### config.mk
export PLATFORM = sky130hd
export DESIGN_NAME = efm_host_flat
export DESIGN_NICKNAME = d
export VERILOG_FILES = /design/src/shared/efm_pkg.sv /design/src/shared/efm_if.sv /design/src/design/efm_host.sv /design/src/flat_wrapper.sv
export SDC_FILE = /design/constraint.sdc
export NUM_CORES = 1
export LEC_CHECK = 0
export BUFFER_PORTS_ARGS = -buffer_cell sky130_fd_sc_hd__buf_2
export CAP_MARGIN = 20
export CELL_PAD_IN_SITES_DETAIL_PLACEMENT = 0
export CELL_PAD_IN_SITES_GLOBAL_PLACEMENT = 1
export CORE_MARGIN = 2
export CORE_UTILIZATION = 38
export CTS_BUF_LIST = sky130_fd_sc_hd__clkbuf_16
export CTS_CLUSTER_SIZE = 8
export DETAILED_ROUTE_END_ITERATION = 16
export PLACE_DENSITY_LB_ADDON = 0.05
export SLEW_MARGIN = 20
export SYNTH_ARGS = -nofsm -noshare
export SYNTH_HDL_FRONTEND = slang
export SYNTH_SLANG_ARGS = --single-unit
### constraint.sdc
create_clock -name clk -period 2.7 [get_ports clk]
set_clock_uncertainty 0.2 [all_clocks]
set_input_delay 0.405 -clock clk [delete_from_list [all_inputs] [get_ports clk]]
set_output_delay 0.405 -clock clk [all_outputs]
set_load 0.1 [all_outputs]
### src/shared/efm_pkg.sv
// shared constants for the exact-frequency modulator control link
package efm_pkg;
  localparam int ADDR_W = 5;
  localparam int DATA_W = 24;
  localparam logic [4:0] REG_CHIP_INFO = 5'h00;
  localparam logic [4:0] REG_INT_DIV = 5'h03;
  localparam logic [4:0] REG_FRAC = 5'h04;
  localparam logic [4:0] REG_MOD_CFG = 5'h06;
  localparam logic [4:0] REG_EXACT_STEPS = 5'h0c;
  localparam int SOFT_RESET_BIT_POS = 5;
  localparam int SEED_LSB = 0;
  localparam int SEED_W = 2;
  localparam int SPI_MODE_POS = 6;
  localparam logic [1:0] SEED_RANDOM = 2'h2;
  localparam logic [23:0] INT_DIV_RST = 24'h00_0014;
  localparam logic [23:0] FRAC_RST = 24'h00_0000;
  localparam logic [23:0] MOD_CFG_RST = 24'h00_0000;
  localparam logic [23:0] EXACT_RST = 24'h00_0000;
  // chip version code: arbitrary value
  localparam logic [23:0] CHIP_VERSION = 24'h00_a5c3;
  localparam logic [23:0] INT_DIV_MIN = 24'h00_0014;
  localparam logic [23:0] INT_DIV_MAX = 24'h07_fffc;
  localparam logic [23:0] SEED_VAL0 = 24'h00_0000;
  localparam logic [23:0] SEED_VAL1 = 24'h80_0000;
  localparam logic [23:0] SEED_VAL2 = 24'h5a_3c96;
  localparam logic [23:0] SEED_VAL3 = 24'hff_ffff;
  localparam int POR_TIME_US = 250;
  localparam int CLK_MHZ = 200;
  localparam int POR_CYCLES = POR_TIME_US * CLK_MHZ;
  // host register file offsets (axi byte addresses)
  localparam logic [7:0] H_CTRL = 8'h00;
  localparam logic [7:0] H_ADDR = 8'h04;
  localparam logic [7:0] H_WDATA = 8'h08;
  localparam logic [7:0] H_RDATA = 8'h0c;
  localparam logic [7:0] H_STATUS = 8'h10;
  localparam int CTRL_GO = 0;
  localparam int CTRL_READ = 1;
  localparam int ST_BUSY = 0;
  localparam int ST_BAD = 1;
endpackage

### src/shared/efm_if.sv
// register link between the host controller and the modulator control
`timescale 1ns/1ps
interface efm_if;
  import efm_pkg::*;
  logic req;
  logic we;
  logic [ADDR_W-1:0] addr;
  logic [DATA_W-1:0] wdata;
  logic ack;
  logic [DATA_W-1:0] rdata;
  modport dev (input req, we, addr, wdata, output ack, rdata);
  modport host (output req, we, addr, wdata, input ack, rdata);
endinterface

### src/design/efm_host.sv
// axi4-lite host controller that drives the modulator control link

`timescale 1ns/1ps
module efm_host
  import efm_pkg::*;
(
  input wire logic clk,
  input wire logic rst_n,
  efm_if.host link,
  input wire logic [31:0] s_axi_awaddr,
  input wire logic s_axi_awvalid,
  output logic s_axi_awready,
  input wire logic [31:0] s_axi_wdata,
  input wire logic [3:0] s_axi_wstrb,
  input wire logic s_axi_wvalid,
  output logic s_axi_wready,
  output logic [1:0] s_axi_bresp,
  output logic s_axi_bvalid,
  input wire logic s_axi_bready,
  input wire logic [31:0] s_axi_araddr,
  input wire logic s_axi_arvalid,
  output logic s_axi_arready,
  output logic [31:0] s_axi_rdata,
  output logic [1:0] s_axi_rresp,
  output logic s_axi_rvalid,
  input wire logic s_axi_rready
);
  // the link slices below are fixed at five address and 24 data bits
  if (ADDR_W != 5 || DATA_W != 24) begin : g_width_chk
    $error("link widths do not match the host register slices");
  end

  typedef enum logic [1:0] {IDLE, FIRST, XFER} st_t;
  st_t st_ff, nxt_st;
  logic [4:0] addr_ff, nxt_addr;
  logic [23:0] wd_ff, nxt_wd, rd_ff, nxt_rd;
  logic rdop_ff, nxt_rdop, bad_ff, nxt_bad, req_ff, nxt_req, we_ff, nxt_we;
  logic aw_ff, nxt_aw, w_ff, nxt_w, bv_ff, nxt_bv, rv_ff, nxt_rv;
  logic [7:0] awa_ff, nxt_awa;
  logic [31:0] wdat_ff, nxt_wdat, rdat_ff, nxt_rdat;
  logic [3:0] wstb_ff, nxt_wstb;
  logic busy;

  assign busy = (st_ff != IDLE);

  // byte lanes without a strobe keep their old contents
  function automatic logic [31:0] byte_merge(input logic [31:0] cur, input logic [31:0] upd,
      input logic [3:0] strb);
    logic [31:0] res;
    res = cur;
    for (int i = 0; i < 4; i++) begin
      if (strb[i]) res[8*i +: 8] = upd[8*i +: 8];
    end
    return res;
  endfunction

  always_comb begin
    nxt_aw = aw_ff;
    nxt_wstb = wstb_ff;
    nxt_w = w_ff;
    nxt_awa = awa_ff;
    nxt_wdat = wdat_ff;
    nxt_bv = bv_ff;
    nxt_rv = rv_ff;
    nxt_rdat = rdat_ff;
    nxt_st = st_ff;
    nxt_addr = addr_ff;
    nxt_wd = wd_ff;
    nxt_rd = rd_ff;
    nxt_rdop = rdop_ff;
    nxt_bad = bad_ff;
    nxt_req = req_ff;
    nxt_we = we_ff;

    // address and data may come in either order; each waits for the other
    if (s_axi_awvalid && !aw_ff && !bv_ff) begin
      nxt_aw = 1'b1;
      nxt_awa = s_axi_awaddr[7:0];
    end
    if (s_axi_wvalid && !w_ff && !bv_ff) begin
      nxt_w = 1'b1;
      nxt_wdat = s_axi_wdata;
      nxt_wstb = s_axi_wstrb;
    end
    // ready stays low until the response is taken: one write at a time
    if (aw_ff && w_ff && !bv_ff) begin
      nxt_aw = 1'b0;
      nxt_w = 1'b0;
      nxt_bv = 1'b1;
      case (awa_ff)
        H_CTRL: if (wstb_ff[0] && wdat_ff[CTRL_GO] && !busy) begin
          nxt_rdop = wdat_ff[CTRL_READ];
          // a go while a transfer is running is dropped, not queued
          nxt_st = FIRST;
        end
        H_ADDR: nxt_addr = 5'(byte_merge({27'h000_0000, addr_ff}, wdat_ff, wstb_ff));
        H_WDATA: nxt_wd = 24'(byte_merge({8'h00, wd_ff}, wdat_ff, wstb_ff));
        default: ;
      endcase
    end
    if (bv_ff && s_axi_bready) nxt_bv = 1'b0;

    // read data is captured once and stands until rready
    if (s_axi_arvalid && !rv_ff) begin
      nxt_rv = 1'b1;
      case (s_axi_araddr[7:0])
        H_ADDR: nxt_rdat = {27'h000_0000, addr_ff};
        H_WDATA: nxt_rdat = {8'h00, wd_ff};
        H_RDATA: nxt_rdat = {8'h00, rd_ff};
        H_STATUS: nxt_rdat = {30'h0000_0000, bad_ff, busy};
        default: nxt_rdat = 32'h0000_0000;
      endcase
    end
    if (rv_ff && s_axi_rready) nxt_rv = 1'b0;

    // one link transfer per go; request held until the acknowledge
    case (st_ff)
      IDLE: ;
      FIRST: begin
        // range check flags divide values the device cannot use
        nxt_bad = !rdop_ff && addr_ff == REG_INT_DIV &&
                  (wd_ff < INT_DIV_MIN || wd_ff > INT_DIV_MAX);
        nxt_req = 1'b1;
        nxt_we = !rdop_ff;
        nxt_st = XFER;
      end
      XFER: if (link.ack) begin
        nxt_req = 1'b0;
        // rdata is sampled in the acknowledge cycle; the device holds it until its next read
        if (rdop_ff) nxt_rd = link.rdata;
        nxt_st = IDLE;
      end
      default: nxt_st = IDLE;
    endcase
  end

  always_ff @(posedge clk or negedge rst_n) begin
    if (!rst_n) begin
      st_ff <= IDLE;
      addr_ff <= 5'h00;
      wd_ff <= 24'h00_0000;
      rd_ff <= 24'h00_0000;
      rdop_ff <= 1'b0;
      bad_ff <= 1'b0;
      req_ff <= 1'b0;
      we_ff <= 1'b0;
      aw_ff <= 1'b0;
      w_ff <= 1'b0;
      awa_ff <= 8'h00;
      wdat_ff <= 32'h0000_0000;
      wstb_ff <= 4'h0;
      bv_ff <= 1'b0;
      rv_ff <= 1'b0;
      rdat_ff <= 32'h0000_0000;
    end else begin
      st_ff <= nxt_st;
      addr_ff <= nxt_addr;
      wd_ff <= nxt_wd;
      rd_ff <= nxt_rd;
      rdop_ff <= nxt_rdop;
      bad_ff <= nxt_bad;
      req_ff <= nxt_req;
      we_ff <= nxt_we;
      aw_ff <= nxt_aw;
      w_ff <= nxt_w;
      awa_ff <= nxt_awa;
      wdat_ff <= nxt_wdat;
      wstb_ff <= nxt_wstb;
      bv_ff <= nxt_bv;
      rv_ff <= nxt_rv;
      rdat_ff <= nxt_rdat;
    end
  end

  // software computes the values; only the fraction is rewritten per channel
  assign link.req = req_ff;
  assign link.we = we_ff;
  assign link.addr = addr_ff;
  assign link.wdata = wd_ff;

  // responses are always okay; unmapped offsets read as zero
  assign s_axi_awready = !aw_ff && !bv_ff;
  assign s_axi_wready = !w_ff && !bv_ff;
  assign s_axi_bvalid = bv_ff;
  assign s_axi_bresp = 2'b00;
  assign s_axi_arready = !rv_ff;
  assign s_axi_rvalid = rv_ff;
  assign s_axi_rdata = rdat_ff;
  assign s_axi_rresp = 2'b00;
endmodule

### src/flat_wrapper.sv
// flat-port wrapper written by rule: the top's interface ports become plain ports
module efm_host_flat import efm_pkg::*;
  (clk, rst_n, s_axi_awaddr, s_axi_awvalid, s_axi_awready, s_axi_wdata, s_axi_wstrb, s_axi_wvalid, s_axi_wready, s_axi_bresp, s_axi_bvalid, s_axi_bready, s_axi_araddr, s_axi_arvalid, s_axi_arready, s_axi_rdata, s_axi_rresp, s_axi_rvalid, s_axi_rready, link_req, link_we, link_addr, link_wdata, link_ack, link_rdata);
  efm_if link_i ();
  input wire logic clk;
  input wire logic rst_n;
  input wire logic [31:0] s_axi_awaddr;
  input wire logic s_axi_awvalid;
  output logic s_axi_awready;
  input wire logic [31:0] s_axi_wdata;
  input wire logic [3:0] s_axi_wstrb;
  input wire logic s_axi_wvalid;
  output logic s_axi_wready;
  output logic [1:0] s_axi_bresp;
  output logic s_axi_bvalid;
  input wire logic s_axi_bready;
  input wire logic [31:0] s_axi_araddr;
  input wire logic s_axi_arvalid;
  output logic s_axi_arready;
  output logic [31:0] s_axi_rdata;
  output logic [1:0] s_axi_rresp;
  output logic s_axi_rvalid;
  input wire logic s_axi_rready;
  output wire logic [$bits(link_i.req)-1:0] link_req;
  output wire logic [$bits(link_i.we)-1:0] link_we;
  output wire logic [$bits(link_i.addr)-1:0] link_addr;
  output wire logic [$bits(link_i.wdata)-1:0] link_wdata;
  input wire logic [$bits(link_i.ack)-1:0] link_ack;
  input wire logic [$bits(link_i.rdata)-1:0] link_rdata;
  assign link_req = link_i.req;
  assign link_we = link_i.we;
  assign link_addr = link_i.addr;
  assign link_wdata = link_i.wdata;
  assign link_i.ack = link_ack;
  assign link_i.rdata = link_rdata;
  efm_host u_core (.clk(clk), .rst_n(rst_n), .link(link_i), .s_axi_awaddr(s_axi_awaddr), .s_axi_awvalid(s_axi_awvalid), .s_axi_awready(s_axi_awready), .s_axi_wdata(s_axi_wdata), .s_axi_wstrb(s_axi_wstrb), .s_axi_wvalid(s_axi_wvalid), .s_axi_wready(s_axi_wready), .s_axi_bresp(s_axi_bresp), .s_axi_bvalid(s_axi_bvalid), .s_axi_bready(s_axi_bready), .s_axi_araddr(s_axi_araddr), .s_axi_arvalid(s_axi_arvalid), .s_axi_arready(s_axi_arready), .s_axi_rdata(s_axi_rdata), .s_axi_rresp(s_axi_rresp), .s_axi_rvalid(s_axi_rvalid), .s_axi_rready(s_axi_rready));
endmodule
# Word-level counts from Yosys, hierarchy flattened
# Cells that the tools add are included.
# op_classes
magnitude_cmp	2
n_eq_ne	10
n_mux	16
n_reduce_logical	37
# op_table
op	n
24-bit case mux with 4 select lines	1
8-bit by 4-bit equality test with 1-bit output, second input constant	3
24-bit by 19-bit greater-than comparator with 1-bit output, second input constant	1
24-bit by 5-bit less-than comparator with 1-bit output, second input constant	1
3-bit AND reduction	6
8-bit by 3-bit equality test with 1-bit output, second input constant	2
1-bit logical AND	15
2-bit nonzero test	6
1-bit 2-to-1 mux	9
8-bit by 5-bit equality test with 1-bit output, second input constant	1
8-bit zero test	1
2-bit 2-to-1 mux	4
1-bit zero test	6
2-bit case mux with 3 select lines	1
5-bit by 2-bit equality test with 1-bit output, second input constant	1
2-bit by 1-bit equality test with 1-bit output, second input constant	1
2-bit equality test, second input constant	1
2-bit zero test	1
2-bit inequality test, second input constant	1
1-bit case mux with 2 select lines	1
2-bit AND reduction	1
1-bit logical OR	1
# word_totals
register_bits	130
in_bits	132
output_inout_bits	72

# Depth between registers and ports, before layout
# depth
depth_word	8
ltp_mapped	6
ltp_nobuf	4

# Least setup slack after synthesis
# OpenSTA, ideal clock, no wires.
# synth_path
path_kind	register -> register
start	register u_core.bv_ff (netlist: u_core.s_axi_bvalid)
end	register u_core.wdat_ff[10]
setup_ps	125
t_arrival_ps	3374
path_slack_ps	-999
path_stages_with_launch	6
n_path_buf	2
period_less_slack_ps	3699
cell_sequence	dfrtp_1 nor2_1 and2_1 clkbuf_1 buf_2 mux2_2
# synth_via
elab_chain_len	2
# synth_lines
element	line_no	rtl
start: declaration	efm_host.sv:38	logic aw_ff, nxt_aw, w_ff, nxt_w, bv_ff, nxt_bv, rv_ff, nxt_rv;
start signal: assignment	efm_host.sv:169	bv_ff <= nxt_bv;
1-bit zero test	efm_host.sv:80	if (s_axi_wvalid && !w_ff && !bv_ff) begin
1-bit logical AND	efm_host.sv:80	
end signal: assignment	efm_host.sv:167	wdat_ff <= nxt_wdat;
end: declaration	efm_host.sv:40	logic [31:0] wdat_ff, nxt_wdat, rdat_ff, nxt_rdat;
# Every way passes these cells.
# A chain may end at the register's enable or synchronous reset.

# Worst setup path after layout
# layout_path
start	register u_core.awa_ff[1]
end	register u_core.wd_ff[11] (netlist: u_core.link.wdata[11])
# layout_via
elab_chain_len	2
# layout_lines
element	line_no	rtl
start: declaration	efm_host.sv:39	logic [7:0] awa_ff, nxt_awa;
start signal: assignment	efm_host.sv:166	awa_ff <= nxt_awa;
8-bit by 4-bit equality test with 1-bit output	-	
3-bit AND reduction (no source line)	-	
end signal: assignment	efm_host.sv:158	wd_ff <= nxt_wd;
end: declaration	efm_host.sv:36	logic [23:0] wd_ff, nxt_wd, rd_ff, nxt_rd;
# Every way passes these cells.

==> flow_summary.yaml <==
timing:
  finalCritPeriodShare_pct: 84.9
  finalCriticalPeriod_ps: 2290
  relSlewSlack_pct: 56.1
  fmax_mhz: 436
  hold_viol: 0
  worst_pin_slew_ps: 658
  setup_tns_ps: 0
  setup_violations: 0
  rsz0062_at_grt: "false"
  slew_violations: 0
drt:
  viasPerCell: 4.92
  wirelength_um: 12200
  drc: 0
  wire_per_inst_um: 17.0
  vias: 3521
  drtAntennaViolNets: 0
  drt_iter0_drc: 118
  first_pass_iters: 4
floorplan:
  design.die.area_mm2: 0.0145
  die_h_um: 120
  num_io_pins: 204
  rows: 42
  initial_utilization_pct: 38.9
  core_area_mm2: 0.0132
  die_w_um: 120
global_routing:
  track_usage_pct: 17.7
  first_global_vias: 3559
  antenna_found_initial: 2
  gr-total-overflow: 0
  grt_max_degree: 123
  busiest_layer: "met2"
  grt_use_met3_pct: 5.57
  grt_first_pass_wirelength_um: 19200
  met1_usage_pct: 24.1
  grt_use_met2_pct: 26.5
cts:
  cts_num_sinks: 122
  clockBufferDepth: 2
  clkTransAtPathRegs_ps: 50
  cts_tree: "built"
  worstSkewPairLatency_ps: 400
  ctsRootBufferMaster: "clkbuf_16"
  cts-buffers-inserted: 17
  htreeDepth: 4
setup_path:
  start_kind: "flop"
  required_ps: 2790
  arrival_ps: 2380
  crit_path_end_kind: "flop"
  critPathKind: "flop to flop"
  crit_fanout: 8
run:
  drv_cap: 0
place:
  gp_congestion: 0.706
  dp_hpwl_um: 8620
  port_buffers: 134
  place_area_mm2: 0.00602
yosys:
  ys_seq_area_share_pct: 59.2
  async_reset_ff_share_pct: 100
  syn_area_per_cell_um2: 13.5
  synth_ff_type: "dfrtp_1"
  synth_warnings: 0
  syn_inst: 381
  synth_seq_cells: 122
  synth.distinct_cells: 36
  syn_area_mm2: 0.00516
  synth_enable_flop_cells: 0
status:
  status: "complete, no violations"
final_layout:
  layout-drive-gt1-share_pct: 48.1
  multi_input_area_mm2: 0.00198
  final_common_cell: "buf_2"
  seqCellArea_mm2: 0.00305
  fin_util_pct: 49.3
  area_growth_pct: 26.7
  final_area_mm2: 0.00653
  fillers: 1297
  mostFrequentLayoutCells: "buf_2, dfrtp_1, mux2_2, o21ai_0, nand2_1"
  nets: 658
power:
  ir_worst_vdd_v: 0.000901
  leakagePower_nw: 3.38
  p_per_area_mw_per_mm2: 879
  power_mw: 5.74
min_path:
  hp-class: "primary input to flop"
layout make-up:
class                   instances  area share (%)
repair buffers                144            11.9
diodes                          1          0.0383
well taps                     176            3.37
clock inverters                15           0.862
clock buffers                  17            6.51
inverters                       3           0.172
multi-input cells             238            30.4
flip-flops and latches        122            46.7
power by group:
| part | internal (mW) | total [mW] | switching, mW |
|---|---|---|---|
| sequential | 2.18 | 2.46 | 0.278 |
| combinational | 0.502 | 1.46 | 0.956 |
| clock | 1.11 | 1.83 | 0.712 |
| total | 3.80 | 5.74 | 1.95 |
synthesized netlist by cell type (all sizes together), types with 4 or more instances:
| cell | instances | area share, % |
|---|---|---|
| o21ai | 29 | 2.8 |
| nand2 | 24 | 1.7 |
| buf | 18 | 2.4 |
| or4 | 6 | 0.95 |
| nor4 | 6 | 1.0 |
| dfrtp | 122 | 59 |
| mux2 | 92 | 20 |
| a22o | 6 | 1.0 |
| a21oi | 4 | 0.39 |
| clkbuf | 11 | 0.80 |
| mux2i | 22 | 4.3 |
| nand3b | 4 | 0.58 |
| nor2 | 6 | 0.44 |
cell families after synthesis:
family,count (synthesis),synth area share [%]
DFF,122,59.2
muxes,114,24.4
and+or+nand+nor,68,7.96
buffers and inverters,32,3.42
AOI/OAI and AO/OA,43,4.80
xor gates and xnor gates,1,0.170
other,1,0.0727
path summary, 6_finish.rpt:
kind / start / to / slack [ps] / cells after the start
setup / recovery: u_core.awa_ff[1] / u_core.link.wdata[11] / 410 / 4
hold / removal: s_axi_wdata[2] / u_core.wdat_ff[2] / 30 / 2
setup reg to reg: u_core.awa_ff[1] / u_core.link.wdata[11] / 410 / 4
hold reg to reg: u_core.s_axi_rdata[6] / u_core.s_axi_rdata[6] / 280 / 2
max in group asynchronous: rst_n / u_core.s_axi_bvalid / 1340 / 3
min in group asynchronous: rst_n / u_core.s_axi_rvalid / 430 / 3
repair_timing:
| action | 4_1_cts | 5_1_grt |
|---|---|---|
| resized for setup | 0 | 0 |
| hold buffers | 3 | 0 |
| setup buffers | 0 | 0 |
| endpoints found under the hold margin | 124 | 0 |
flip-flops by register name, indices dropped and copies added (netlist names):
name                 cells
u_core.st_ff             2
u_core.w_ff              1
u_core.s_axi_rdata      24
u_core.link.we           1
u_core.aw_ff             1
u_core.link.wdata       24
u_core.link.addr         5
u_core.wstb_ff           3
u_core.s_axi_bvalid      1
u_core.bad_ff            1
u_core.link.req          1
u_core.s_axi_rvalid      1
u_core.wdat_ff          24
u_core.rdop_ff           1
u_core.awa_ff            8
u_core.rd_ff            24
routing by layer:
layer,share of wire [%],vias to the layer above
li1,-,1649
met1,46,1747
met2,46,106
met3,6.5,17
met4,1.5,2
met5,0.090,-
metrics by stage:
step | cells | setup slack, ps | hold WS [ps]
6_report | 716 | 407 | 30.5
5_1_grt | 715 | 357 | 13.6
4_1_cts | 715 | 391 | 12.4
3_5_place_dp | 680 | 402 | 269
3_3_place_gp | 680 | 407 | 257
2_1_floorplan | 392 | 38.9 | -90.6
worst max-delay path: stages, from the launching register on:
cell,delay (ps)
dfrtp_1,380
or4_4,550
nor4_4,270
and3_2,410
mux2_2,370
(Power assumes the default switching activity.)
